==> config.mk <==
export PLATFORM = sky130hd
export DESIGN_NAME = acc_config
export DESIGN_NICKNAME = d
export VERILOG_FILES = /design/src/hdl/acc_pkg.sv /design/src/hdl/acc_bus_gate.sv /design/src/hdl/acc_config.sv
export VERILOG_INCLUDE_DIRS = /design/src /design/src/hdl
export SDC_FILE = /design/constraint.sdc
export NUM_CORES = 1
export LEC_CHECK = 0
export ABC_AREA = 1
export BUFFER_PORTS_ARGS = -buffer_cell sky130_fd_sc_hd__buf_4
export CAP_MARGIN = 15
export CORE_ASPECT_RATIO = 0.8
export CORE_UTILIZATION = 35
export CTS_BUF_LIST = sky130_fd_sc_hd__clkbuf_8
export CTS_CLUSTER_SIZE = 24
export DETAILED_ROUTE_END_ITERATION = 6
export PLACE_DENSITY = 0.6
export SLEW_MARGIN = 25
export SYNTH_ARGS = -nofsm -noshare
export SYNTH_HDL_FRONTEND = slang
export SYNTH_SLANG_ARGS = --single-unit
==> constraint.sdc <==
create_clock -name hclk -period 3.2 [get_ports hclk]
set_input_delay 0.8 -clock hclk [delete_from_list [all_inputs] [get_ports hclk]]
set_output_delay 0.8 -clock hclk [all_outputs]
set_load 0.01 [all_outputs]
==> src/hdl/acc_consts.svh <==
// Constants for the analog clock and continuous-time configuration bank
`ifndef ACC_CONSTS_SVH
`define ACC_CONSTS_SVH

`define ACC_NUM_CT 4
`define ACC_NUM_SC 8
`define ACC_NUM_COL 4
`define ACC_CT_REGS 3
`define ACC_SC_REGS 4
`define ACC_NUM_SRC 8

// Register indices; byte address is four times the index
`define ACC_IDX_CLK_SEL 8'h61
`define ACC_IDX_CT_BASE 8'h71
`define ACC_CT_STRIDE 4
`define ACC_IDX_SC_BASE 8'h80
`define ACC_IDX_BUS_STAT 8'h20
`define ACC_IDX_CLK_STAT 8'h21
`define ACC_IDX_MSB 9
`define ACC_IDX_LSB 2

`define ACC_REG_RESET 8'h00

// Clock select fields
`define ACC_SAMPLE_HOLD_DISABLE_BIT 6
`define ACC_SRC_B_MSB 5
`define ACC_SRC_B_LSB 3
`define ACC_SRC_A_MSB 2
`define ACC_SRC_A_LSB 0

// Continuous-time control 0 fields
`define ACC_TAP_MSB 7
`define ACC_TAP_LSB 4
`define ACC_GAIN_BIT 3
`define ACC_TOP_BIT 2
`define ACC_BOT_MSB 1
`define ACC_BOT_LSB 0
`define ACC_TAP_MAX 4'hF

// Switched-capacitor fields
`define ACC_SC_PHASE_REG 0
`define ACC_SC_PHASE_BIT 7
`define ACC_SC_OUTEN_REG 2
`define ACC_SC_OUTEN_BIT 7

`define ACC_PHASE_CNT_W 8

`endif

==> src/hdl/acc_pkg.sv <==
// Types for the analog clock and continuous-time configuration bank
`include "acc_consts.svh"

package acc_pkg;

  typedef struct packed {
    logic [7:0] clk_sel_q;
    logic [`ACC_NUM_CT-1:0][`ACC_CT_REGS-1:0][7:0] ct_cr_q;
    logic [`ACC_NUM_SC-1:0][`ACC_SC_REGS-1:0][7:0] sc_cr_q;
    logic wr_pend_q;
    logic [7:0] wr_idx_q;
    logic [31:0] hrdata_q;
    logic hreadyout_q;
    logic sysclk_a_q;
    logic sysclk_b_q;
    logic [`ACC_NUM_CT-1:0][3:0] fb_weight_q;
    logic [`ACC_NUM_CT-1:0][4:0] in_weight_q;
    logic [`ACC_NUM_CT-1:0] tap_inv_q;
    logic [`ACC_NUM_CT-1:0] tap_out_q;
    logic [`ACC_NUM_CT-1:0] top_amp_q;
    logic [`ACC_NUM_CT-1:0] top_sup_q;
    logic [`ACC_NUM_CT-1:0][3:0] bot_sel_q;
  } acc_state_t;

  typedef struct packed {
    logic sync1_q;
    logic sync2_q;
    logic [`ACC_PHASE_CNT_W-1:0] cnt_q;
    logic [`ACC_PHASE_CNT_W-1:0] prev_len_q;
    logic [1:0] conn_q;
  } acc_gate_state_t;

endpackage

==> src/hdl/acc_bus_gate.sv <==
// Column output-bus connection timing for the two switched-capacitor blocks of a column
`timescale 1ns/1ps
`include "acc_consts.svh"

module acc_bus_gate #(
  parameter int CNT_W = `ACC_PHASE_CNT_W
) (
  input wire logic hclk,
  input wire logic hresetn,
  input wire logic phase_two_pin,
  input wire logic sample_hold_disable,
  input wire logic [1:0] out_enable,
  input wire logic [1:0] sc_phase_option,
  output logic [1:0] bus_connect
);

  acc_pkg::acc_gate_state_t q;
  acc_pkg::acc_gate_state_t d;
  logic late_half;

  always_comb begin
    d = q;
    d.sync1_q = phase_two_pin;
    d.sync2_q = q.sync1_q;
    // Length of the last phase two sets where its second half begins
    late_half = q.sync2_q && (q.cnt_q >= (q.prev_len_q >> 1));
    if (q.sync2_q) begin
      if (q.cnt_q != {CNT_W{1'b1}}) begin
        d.cnt_q = q.cnt_q + 1'b1;
      end
    end else begin
      if (q.cnt_q != '0) begin
        d.prev_len_q = q.cnt_q;
      end
      d.cnt_q = '0;
    end
    for (int k = 0; k < 2; k++) begin
      if (!out_enable[k] || !q.sync2_q) begin
        // Bus floats through phase one
        d.conn_q[k] = 1'b0;
      end else if (sample_hold_disable) begin
        d.conn_q[k] = 1'b1;
      end else if (sc_phase_option[k]) begin
        d.conn_q[k] = 1'b1;
      end else begin
        d.conn_q[k] = late_half;
      end
    end
  end

  always_ff @(posedge hclk or negedge hresetn) begin
    if (!hresetn) begin
      q <= '0;
    end else begin
      q <= d;
    end
  end

  assign bus_connect = q.conn_q;

endmodule

==> src/hdl/acc_config.sv <==
// AHB-Lite register bank for analog clock sources, bus timing and continuous-time control 0
`timescale 1ns/1ps
`include "acc_consts.svh"

module acc_config (
  input wire logic hclk,
  input wire logic hresetn,
  input wire logic hsel,
  input wire logic [31:0] haddr,
  input wire logic [1:0] htrans,
  input wire logic hwrite,
  input wire logic [2:0] hsize,
  input wire logic hready,
  input wire logic [31:0] hwdata,
  output logic hreadyout,
  output logic hresp,
  output logic [31:0] hrdata,
  input wire logic [`ACC_NUM_SRC-1:0] dig_block_out,
  input wire logic [`ACC_NUM_COL-1:0] phase_two,
  output logic analog_sysclk_a,
  output logic analog_sysclk_b,
  output logic [`ACC_NUM_SC-1:0] sc_bus_connect,
  output logic [4*`ACC_NUM_CT-1:0] ct_feedback_weight,
  output logic [5*`ACC_NUM_CT-1:0] ct_input_weight,
  output logic [`ACC_NUM_CT-1:0] ct_tap_to_inverting,
  output logic [`ACC_NUM_CT-1:0] ct_tap_to_output,
  output logic [`ACC_NUM_CT-1:0] ct_top_to_amp_output,
  output logic [`ACC_NUM_CT-1:0] ct_top_to_supply,
  output logic [4*`ACC_NUM_CT-1:0] ct_bottom_select
);

  acc_pkg::acc_state_t q;
  acc_pkg::acc_state_t d;
  logic [`ACC_NUM_SC-1:0] bus_conn;
  logic [7:0] addr_idx;
  logic addr_in_range;
  logic addr_take;

  // Register read mux; unmapped indices read as zero
  function automatic logic [7:0] acc_read(
    input acc_pkg::acc_state_t s,
    input logic [7:0] idx,
    input logic [`ACC_NUM_SC-1:0] conn
  );
    logic [7:0] v;
    v = 8'h00;
    if (idx == `ACC_IDX_CLK_SEL) begin
      v = s.clk_sel_q;
    end
    if (idx == `ACC_IDX_BUS_STAT) begin
      v = conn;
    end
    if (idx == `ACC_IDX_CLK_STAT) begin
      v = {6'h00, s.sysclk_b_q, s.sysclk_a_q};
    end
    for (int i = 0; i < `ACC_NUM_CT; i++) begin
      for (int r = 0; r < `ACC_CT_REGS; r++) begin
        if (idx == 8'(`ACC_IDX_CT_BASE + i * `ACC_CT_STRIDE + r)) begin
          v = s.ct_cr_q[i][r];
        end
      end
    end
    for (int b = 0; b < `ACC_NUM_SC; b++) begin
      for (int r = 0; r < `ACC_SC_REGS; r++) begin
        if (idx == 8'(`ACC_IDX_SC_BASE + b * `ACC_SC_REGS + r)) begin
          v = s.sc_cr_q[b][r];
        end
      end
    end
    return v;
  endfunction

  assign addr_idx = haddr[`ACC_IDX_MSB:`ACC_IDX_LSB];
  assign addr_in_range = (haddr[31:`ACC_IDX_MSB+1] == '0) && (haddr[1:0] == 2'b00);
  assign addr_take = hsel && hready && htrans[1];

  always_comb begin
    d = q;
    d.hreadyout_q = 1'b1;

    // Data phase of a write: store the low byte
    if (q.wr_pend_q) begin
      if (q.wr_idx_q == `ACC_IDX_CLK_SEL) begin
        d.clk_sel_q = hwdata[7:0];
      end
      for (int i = 0; i < `ACC_NUM_CT; i++) begin
        for (int r = 0; r < `ACC_CT_REGS; r++) begin
          if (q.wr_idx_q == 8'(`ACC_IDX_CT_BASE + i * `ACC_CT_STRIDE + r)) begin
            d.ct_cr_q[i][r] = hwdata[7:0];
          end
        end
      end
      for (int b = 0; b < `ACC_NUM_SC; b++) begin
        for (int r = 0; r < `ACC_SC_REGS; r++) begin
          if (q.wr_idx_q == 8'(`ACC_IDX_SC_BASE + b * `ACC_SC_REGS + r)) begin
            d.sc_cr_q[b][r] = hwdata[7:0];
          end
        end
      end
    end

    // Address phase; a read sees a write finishing in this same cycle
    d.wr_pend_q = 1'b0;
    if (addr_take) begin
      if (hwrite) begin
        d.wr_pend_q = addr_in_range;
        d.wr_idx_q = addr_idx;
      end else if (addr_in_range) begin
        d.hrdata_q = {24'h000000, acc_read(d, addr_idx, bus_conn)};
      end else begin
        d.hrdata_q = 32'h00000000;
      end
    end

    // Analog system clock sources
    d.sysclk_b_q = dig_block_out[q.clk_sel_q[`ACC_SRC_B_MSB:`ACC_SRC_B_LSB]];
    d.sysclk_a_q = dig_block_out[q.clk_sel_q[`ACC_SRC_A_MSB:`ACC_SRC_A_LSB]];

    // Continuous-time control 0 decode
    for (int i = 0; i < `ACC_NUM_CT; i++) begin
      d.fb_weight_q[i] = `ACC_TAP_MAX - q.ct_cr_q[i][0][`ACC_TAP_MSB:`ACC_TAP_LSB];
      d.in_weight_q[i] = {1'b0, q.ct_cr_q[i][0][`ACC_TAP_MSB:`ACC_TAP_LSB]} + 5'h01;
      d.tap_inv_q[i] = q.ct_cr_q[i][0][`ACC_GAIN_BIT];
      d.tap_out_q[i] = !q.ct_cr_q[i][0][`ACC_GAIN_BIT];
      d.top_amp_q[i] = q.ct_cr_q[i][0][`ACC_TOP_BIT];
      d.top_sup_q[i] = !q.ct_cr_q[i][0][`ACC_TOP_BIT];
      case (q.ct_cr_q[i][0][`ACC_BOT_MSB:`ACC_BOT_LSB])
        2'h0: d.bot_sel_q[i] = 4'h1;
        2'h1: d.bot_sel_q[i] = 4'h2;
        2'h2: d.bot_sel_q[i] = 4'h4;
        2'h3: d.bot_sel_q[i] = 4'h8;
        default: d.bot_sel_q[i] = 4'h0;
      endcase
    end
  end

  always_ff @(posedge hclk or negedge hresetn) begin
    if (!hresetn) begin
      q <= '0;
    end else begin
      q <= d;
    end
  end

  // Each column gates its row-one and row-two switched-capacitor blocks
  for (genvar c = 0; c < `ACC_NUM_COL; c++) begin : g_col
    acc_bus_gate #(
      .CNT_W(`ACC_PHASE_CNT_W)
    ) u_gate (
      .hclk(hclk),
      .hresetn(hresetn),
      .phase_two_pin(phase_two[c]),
      .sample_hold_disable(q.clk_sel_q[`ACC_SAMPLE_HOLD_DISABLE_BIT]),
      .out_enable({q.sc_cr_q[c+`ACC_NUM_COL][`ACC_SC_OUTEN_REG][`ACC_SC_OUTEN_BIT],
                   q.sc_cr_q[c][`ACC_SC_OUTEN_REG][`ACC_SC_OUTEN_BIT]}),
      .sc_phase_option({q.sc_cr_q[c+`ACC_NUM_COL][`ACC_SC_PHASE_REG][`ACC_SC_PHASE_BIT],
                        q.sc_cr_q[c][`ACC_SC_PHASE_REG][`ACC_SC_PHASE_BIT]}),
      .bus_connect({bus_conn[c+`ACC_NUM_COL], bus_conn[c]})
    );
  end

  assign hreadyout = q.hreadyout_q;
  assign hresp = 1'b0;
  assign hrdata = q.hrdata_q;
  assign analog_sysclk_a = q.sysclk_a_q;
  assign analog_sysclk_b = q.sysclk_b_q;
  assign sc_bus_connect = bus_conn;
  assign ct_feedback_weight = q.fb_weight_q;
  assign ct_input_weight = q.in_weight_q;
  assign ct_tap_to_inverting = q.tap_inv_q;
  assign ct_tap_to_output = q.tap_out_q;
  assign ct_top_to_amp_output = q.top_amp_q;
  assign ct_top_to_supply = q.top_sup_q;
  assign ct_bottom_select = q.bot_sel_q;

endmodule

### Word-level counts from Yosys, hierarchy flattened

Index checks and enable logic that the tools add are counted.

* add/sub/neg operators: 12
* order comparisons: 6
* equality and inequality tests: 112
* multiplexer cells: 137
* bitwise operators: 5
* reduce and logical (&&, ||, !) cells: 51

Operators with widths (number)
* 8-bit 2-to-1 mux: 101
* 8-bit equality test (second input constant): 64
* 360-bit 2-to-1 mux: 1
* 8-bit by 7-bit equality test with 1-bit output (second input constant): 26
* 4-bit one-hot mux with 4 select lines: 4
* 41-bit 2-to-1 mux: 1
* 8-bit by 1-bit adder with 8-bit output (second input constant): 4
* 8-bit by 7-bit >= comparator with 1-bit output: 4
* 32-bit 2-to-1 mux: 1
* 8-bit inequality test (second input constant): 4
* 8-bit nonzero test: 4
* 1-bit 2-to-1 mux: 26
* 22-bit zero test: 1
* 4-bit by 1-bit adder with 5-bit output (second input constant): 4
* 1-bit zero test: 20
* 2-bit equality test (second input constant): 8
* 8-bit by 6-bit equality test with 1-bit output (second input constant): 2
* 4-bit subtractor (first input constant): 4
* 2-bit AND reduction: 6
* 2-bit zero test: 5
* 9-bit 2-to-1 mux: 1
* 2-bit by 1-bit equality test with 1-bit output (second input constant): 4
* 1-bit logical OR: 8
* 3-bit by 4-bit < comparator with 1-bit output (second input constant): 2
* other kinds (4): 18

* flip-flop bits (word level): 552
* input port bits: 86
* word-level logic and storage cells: 410

### Longest topological paths before layout

* depth in word-level cells: 53
* gate-level depth with buffers: 42

### Cells and area by module

From an unflattened synthesis, not the netlist that was laid out.

* cells, all modules: 3260
* area, all modules: 25776.0 µm²

Modules (own cells, without submodules)
* acc_config: instances 1, cells each 2736, area each 21351.7 µm², seq. area each 11110.7 µm²
* acc_bus_gate: instances 4, cells each 131, area each 1106.1 µm², seq. area each 475.5 µm²

### Worst setup path before layout

Ideal clock, no wire load.

* path kind: input -> register
* from: input port haddr[9]
* to: register q (netlist bit hrdata[2])
* setup time: 116 ps
* arrival time: 3203 ps
* required time: 3084 ps
* path slack: -119 ps
* cell stages on the path: 37
* buffers on the path: 1
* cell sequence: inv_1 -> nor2_1 -> inv_1 -> nor3_1 -> inv_1 -> nor2_1 -> inv_1 -> clkbuf_1 -> or2_2 -> nand2_1 -> nand3_1 -> nand2_1 -> nand2_1 -> nand2_1 -> nand3_1 -> nand2_1 -> nand3_1 -> nand2_1 -> nand3_1 -> nand2_1 -> nand2_1 -> nand2_1 -> nand3_1 -> nand2_1 -> nand2_1 -> nand2_1 -> nand3_1 -> nand2_1 -> nand2_1 -> nand2_1 -> nand2_1 -> nand2_1 -> nand2_1 -> nand2_1 -> nand2_1 -> nand2_1 -> nand2_1

* cells in the longest elaborated chain, start to end: 49
* elaborated cells on any way between the ends: 95
* classes of those cells: eq/ne (47); mux (48)

RTL lines
* start: declaration: RTL line acc_config.sv:9 `input wire logic [31:0] haddr,`
* 8-bit by 7-bit equality test with 1-bit output (no source line)
* 8-bit 2-to-1 mux: RTL line acc_config.sv:47 `` if (idx == `ACC_IDX_CLK_SEL) begin ``
* 8-bit 2-to-1 mux: RTL line acc_config.sv:50 `` if (idx == `ACC_IDX_BUS_STAT) begin ``
* 8-bit 2-to-1 mux: RTL line acc_config.sv:53 `` if (idx == `ACC_IDX_CLK_STAT) begin ``
* 8-bit 2-to-1 mux (12 in a row): RTL line acc_config.sv:58 `` if (idx == 8'(`ACC_IDX_CT_BASE + i * `ACC_CT_STRIDE + r)) begin ``
* 8-bit 2-to-1 mux (31 in a row): RTL line acc_config.sv:65 `` if (idx == 8'(`ACC_IDX_SC_BASE + b * `ACC_SC_REGS + r)) begin ``
* 8-bit 2-to-1 mux *: RTL line acc_config.sv:65
* 8-bit 2-to-1 mux *: RTL line acc_config.sv:108 `end else if (addr_in_range) begin`
* end signal: assignment: RTL line acc_config.sv:139 `q <= '0;`
* end signal: assignment: RTL line acc_config.sv:141 `q <= d;`
* end: declaration: RTL line acc_config.sv:32 `acc_pkg::acc_state_t q;`

Mark *: on every way between the ends. The rest lies on a longest branch, timed or not.
A chain may end at the register's enable or synchronous reset.

### Final worst setup path

* from: register q[104] in the netlist's numbering
* to: register q (netlist bit hrdata[7])

* cells in the longest elaborated chain, start to end: 51
* elaborated cells on any way between the ends: 139
* classes of those cells: eq/ne (45); mux (94)

RTL lines
* 8-bit by 7-bit equality test with 1-bit output (no source line)
* 8-bit 2-to-1 mux: RTL line acc_config.sv:83 `` if (q.wr_idx_q == `ACC_IDX_CLK_SEL) begin ``
* 360-bit 2-to-1 mux *: RTL line acc_config.sv:82 `if (q.wr_pend_q) begin`
* 8-bit 2-to-1 mux: RTL line acc_config.sv:47
* 8-bit 2-to-1 mux: RTL line acc_config.sv:50
* 8-bit 2-to-1 mux: RTL line acc_config.sv:53
* 8-bit 2-to-1 mux (12 in a row): RTL line acc_config.sv:58
* 8-bit 2-to-1 mux (31 in a row): RTL line acc_config.sv:65
* 8-bit 2-to-1 mux *: RTL line acc_config.sv:65
* 8-bit 2-to-1 mux *: RTL line acc_config.sv:108

Marks and branches as above.

==> flow_results.xml <==
<?xml version="1.0" encoding="UTF-8"?>
<metrics>
  <group name="cts">
    <metric name="cts_tree" unit="">done</metric>
    <metric name="cts.sink_count" unit="">520</metric>
    <metric name="cts_buffer_count" unit="">90</metric>
    <metric name="clk_path_buf_depth" unit="">3</metric>
    <metric name="holdBufCountCts" unit="">0</metric>
    <metric name="cts.htree.levels" unit="">3</metric>
    <metric name="worst_setup_hold_path_clk_slew" unit="ns">0.07</metric>
    <metric name="clock_latency" unit="ns">0.72</metric>
    <metric name="clock_tree.root_cell" unit="">sky130_fd_sc_hd__clkbuf_8</metric>
  </group>
  <group name="sta">
    <metric name="endpoints_failing_hold" unit="">0</metric>
    <metric name="timing.final.ws_setup" unit="ns">-0.756</metric>
    <metric name="fin_tns_setup" unit="ns">-5.64</metric>
    <metric name="tightestPinTransition" unit="ns">0.667</metric>
    <metric name="report.final.slew_viol_count" unit="">0</metric>
    <metric name="finalClockSkew" unit="ns">0.0426</metric>
    <metric name="finalCritPeriodShare" unit="">1.24</metric>
    <metric name="timing.fmax" unit="MHz">253</metric>
    <metric name="slew-limit-headroom" unit="">0.550</metric>
    <metric name="unrepaired_setup_endpoints_after_global_routing" unit="">yes</metric>
    <metric name="layout_min_cycle_time" unit="ns">3.96</metric>
    <metric name="report.final.setup_viol" unit="">8</metric>
    <metric name="fin_hold_ws" unit="ns">0.0641</metric>
  </group>
  <group name="drt">
    <metric name="drtAntennaViolNets" unit="">0</metric>
    <metric name="drcViolationCount" unit="">1</metric>
    <metric name="via_count" unit="">21700</metric>
    <metric name="routed_wirelength" unit="um">76800</metric>
    <metric name="firstDrtPassIters" unit="">7</metric>
    <metric name="wire_per_inst" unit="um">16.6</metric>
    <metric name="drt_first_iter_violations" unit="">2152</metric>
    <metric name="via_per_instance_ratio" unit="">4.68</metric>
  </group>
  <group name="placed_design">
    <metric name="globalplace.congestion" unit="">0.969</metric>
    <metric name="placedInstanceArea" unit="um2">29700</metric>
    <metric name="io_buffers" unit="">144</metric>
    <metric name="dp_hpwl" unit="um">56900</metric>
  </group>
  <group name="die">
    <metric name="chipWidth" unit="um">302</metric>
    <metric name="fp.dieH" unit="um">242</metric>
    <metric name="die-area" unit="um2">73200</metric>
    <metric name="rows" unit="">87</metric>
    <metric name="core_area" unit="um2">70900</metric>
    <metric name="initial_utilization" unit="">0.356</metric>
    <metric name="design.portCount" unit="">198</metric>
  </group>
  <group name="finish">
    <metric name="final_core_area_utilization" unit="">0.454</metric>
    <metric name="synthToLayoutAreaGrowth" unit="%">27.5</metric>
    <metric name="mostFrequentLayoutCells" unit="">810 x sky130_fd_sc_hd__nand2_1, 554 x sky130_fd_sc_hd__inv_1, 552 x sky130_fd_sc_hd__buf_4, 519 x sky130_fd_sc_hd__dfrtp_1, 444 x sky130_fd_sc_hd__o21ai_0</metric>
    <metric name="post_route_cells_drive_above_1_share" unit="">0.247</metric>
    <metric name="fin_nets" unit="">3769</metric>
    <metric name="finalInstanceArea" unit="um2">32200</metric>
    <metric name="insertedDiodeCount" unit="">0</metric>
    <metric name="seqCellArea" unit="um2">13000</metric>
    <metric name="multiInputGateArea" unit="um2">9570</metric>
    <metric name="mostFrequentLayoutCell" unit="">sky130_fd_sc_hd__nand2_1</metric>
    <metric name="fillers" unit="">6919</metric>
  </group>
  <group name="global_routing">
    <metric name="first_pass_grt_wire_length" unit="um">118000</metric>
    <metric name="global_router_s_overall_resource_usage" unit="">0.209</metric>
    <metric name="grt_start_max_net_pins" unit="">77</metric>
    <metric name="grt_pass1_vias" unit="">20600</metric>
    <metric name="initial_antenna_violation_count" unit="">2</metric>
    <metric name="globalRoute.totalOverflow" unit="">0</metric>
  </group>
  <group name="yosys">
    <metric name="synthArstFlopShare" unit="">1.00</metric>
    <metric name="ys_seq_elements" unit="">520</metric>
    <metric name="synth_cell_type_count" unit="">44</metric>
    <metric name="synth_simple_gate_area_share" unit="">0.208</metric>
    <metric name="synth-adder-area-share" unit="">0.0198</metric>
    <metric name="synth-compound-area-share" unit="">0.124</metric>
    <metric name="syn_area" unit="um2">25200</metric>
    <metric name="yosys_warnings" unit="">0</metric>
    <metric name="syn_area_per_cell" unit="um2">8.00</metric>
    <metric name="synth_xor_area_frac" unit="">0.00382</metric>
    <metric name="post_synthesis_mux_area_share" unit="">0.000893</metric>
    <metric name="synth_cells" unit="">3154</metric>
    <metric name="synth_enable_flop_cells" unit="">0</metric>
    <metric name="synth-seq-area-share" unit="">0.516</metric>
    <metric name="synth_top_flop_cell" unit="">sky130_fd_sc_hd__dfrtp_1</metric>
    <metric name="dominant_combinational_cell_family_by_area_after_synthesis" unit="">simple AND/OR/NAND/NOR gates</metric>
  </group>
  <group name="worst_hold_path">
    <metric name="hold_class" unit="">in -&gt; async</metric>
  </group>
  <group name="outcome">
    <metric name="violations" unit="">design-rule violations, negative setup slack</metric>
    <metric name="status" unit="">finished, violations left</metric>
  </group>
  <group name="setup_path">
    <metric name="cpMaxStageDelayCell" unit="">sky130_fd_sc_hd__dfrtp_1</metric>
    <metric name="cpMostUsedCell" unit="">sky130_fd_sc_hd__nand2_1</metric>
    <metric name="path_class" unit="">reg -&gt; reg</metric>
    <metric name="setup_crit_end_kind" unit="">flop</metric>
    <metric name="setup.worst_path.start_class" unit="">flop</metric>
    <metric name="crit_path_max_fanout" unit="">12</metric>
    <metric name="worst-endpoint-required" unit="ns">3.79</metric>
    <metric name="crit_path_max_incr_delay" unit="ns">0.41</metric>
    <metric name="critPathArrivalTime" unit="ns">4.55</metric>
    <metric name="worst-path-buf-inv" unit="">3</metric>
    <metric name="cp_top_family" unit="">simple AND/OR/NAND/NOR gates</metric>
  </group>
  <group name="power">
    <metric name="power.leakage" unit="nW">17.3</metric>
    <metric name="irDropWorstVdd" unit="V">0.000273</metric>
    <metric name="power.density_cell_area" unit="nW/um2">432</metric>
    <metric name="total_power" unit="mW">13.9</metric>
  </group>
  <group name="run">
    <metric name="drv.max_cap_violation_count" unit="">0</metric>
  </group>
</metrics>
state kept, by name, summed over array words and instances, names as in the netlist, 4 cells and up:
| register | cells |
|---|---|
| ct_tap_to_output | 4 |
| q | 361 |
| ct_tap_to_inverting | 4 |
| g_col.u_gate.q | 64 |
| d | 8 |
| ct_top_to_amp_output | 4 |
| ct_bottom_select | 16 |
| ct_input_weight | 20 |
| hrdata | 8 |
| g_col.u_gate.d | 4 |
| ct_feedback_weight | 12 |
| ct_top_to_supply | 4 |
| g_col.u_gate.bus_connect | 8 |
Yosys cell counts, types with 4 or more instances:
library cell / instances / area (um2)
sky130_fd_sc_hd__o211ai_1: 8 / 60.1
sky130_fd_sc_hd__a211oi_1: 8 / 60.1
sky130_fd_sc_hd__a21boi_0: 7 / 52.6
sky130_fd_sc_hd__inv_1: 530 / 1990
sky130_fd_sc_hd__o21a_1: 44 / 330
sky130_fd_sc_hd__nand2_2: 8 / 50.1
sky130_fd_sc_hd__xor2_1: 11 / 96.3
sky130_fd_sc_hd__nand2_1: 855 / 3210
sky130_fd_sc_hd__o31ai_1: 4 / 30.0
sky130_fd_sc_hd__nand3_1: 86 / 430
sky130_fd_sc_hd__and2_1: 4 / 25.0
sky130_fd_sc_hd__nand4_1: 35 / 219
sky130_fd_sc_hd__nor4_1: 8 / 50.1
sky130_fd_sc_hd__nor2_1: 165 / 619
sky130_fd_sc_hd__ha_1: 40 / 500
sky130_fd_sc_hd__o21ai_1: 21 / 105
sky130_fd_sc_hd__dfrtp_1: 520 / 13000
sky130_fd_sc_hd__a21oi_1: 21 / 105
sky130_fd_sc_hd__nand3b_1: 4 / 30.0
sky130_fd_sc_hd__nor3_1: 11 / 55.1
sky130_fd_sc_hd__o21ai_0: 452 / 2260
sky130_fd_sc_hd__or2_2: 66 / 413
sky130_fd_sc_hd__clkbuf_1: 86 / 323
sky130_fd_sc_hd__buf_4: 109 / 818
sky130_fd_sc_hd__a31oi_1: 8 / 50.1
sky130_fd_sc_hd__buf_2: 10 / 50.1
worst paths after layout:
kind	from	to	slack, ns	depth (start not counted)
max	q[104]	hrdata[7]	-0.76	39
min	hresetn	q[413]	0.06	1
min in group hclk	phase_two[1]	g_col[1].u_gate.d[18]	0.21	1
max in group asynchronous	hresetn	q[355]	2.28	2
min reg2reg	g_col[0].u_gate.d[18]	g_col[0].u_gate.q[18]	0.35	0
max reg2reg	q[104]	hrdata[7]	-0.76	39
what timing repair did:
action	in CTS	in global routing
pin swaps	39	63
endpoints found under the setup margin	8	8
setup buffers	15	7
gates resized for setup	70	83
power breakdown:
| part | internal (mW) | switching [mW] |
|---|---|---|
| clock | 3.28 | 2.83 |
| sequential | 6.64 | 0.0614 |
| combinational | 0.418 | 0.672 |
| total | 10.3 | 3.56 |
routing by layer:
metal,track usage,share of wire
met2,0.305,0.43
met3,0.0407,0.070
met4,0.0744,0.032
met5,0,0
met1,0.305,0.47
cell families after synthesis:
group	count (synthesis)
xor gates and xnor gates	11
muxes	2
buffers and inverters	743
adders and majority gates	40
DFF	520
other	2
and+or+nand+nor	1256
AOI/OAI and AO/OA	580
worst reg2reg max path: cells and delay by family (launching register included):
family          cells  cell delay [ns]
simple gates       35             2.93
buf+inv             3             0.46
flops               1             0.41
compound gates      1             0.08
metrics by stage:
stage                     cells  worst slack (ns)
final                      4637            -0.756
after global routing       4637             -1.12
after detailed placement   4463             -1.15
after floorplan            3178           -0.0523
after CTS                  4630            -0.804
after global placement     4463             -1.15
layout make-up:
type | count | area share
Tap cell | 934 | 0.0363
Inverter | 534 | 0.0623
Sequential cell | 520 | 0.404
Clock buffer | 111 | 0.0475
Timing Repair Buffer | 582 | 0.144
Multi-Input combinational cell | 1915 | 0.297
Clock inverter | 41 | 0.00809
(Power assumes the default switching activity.)
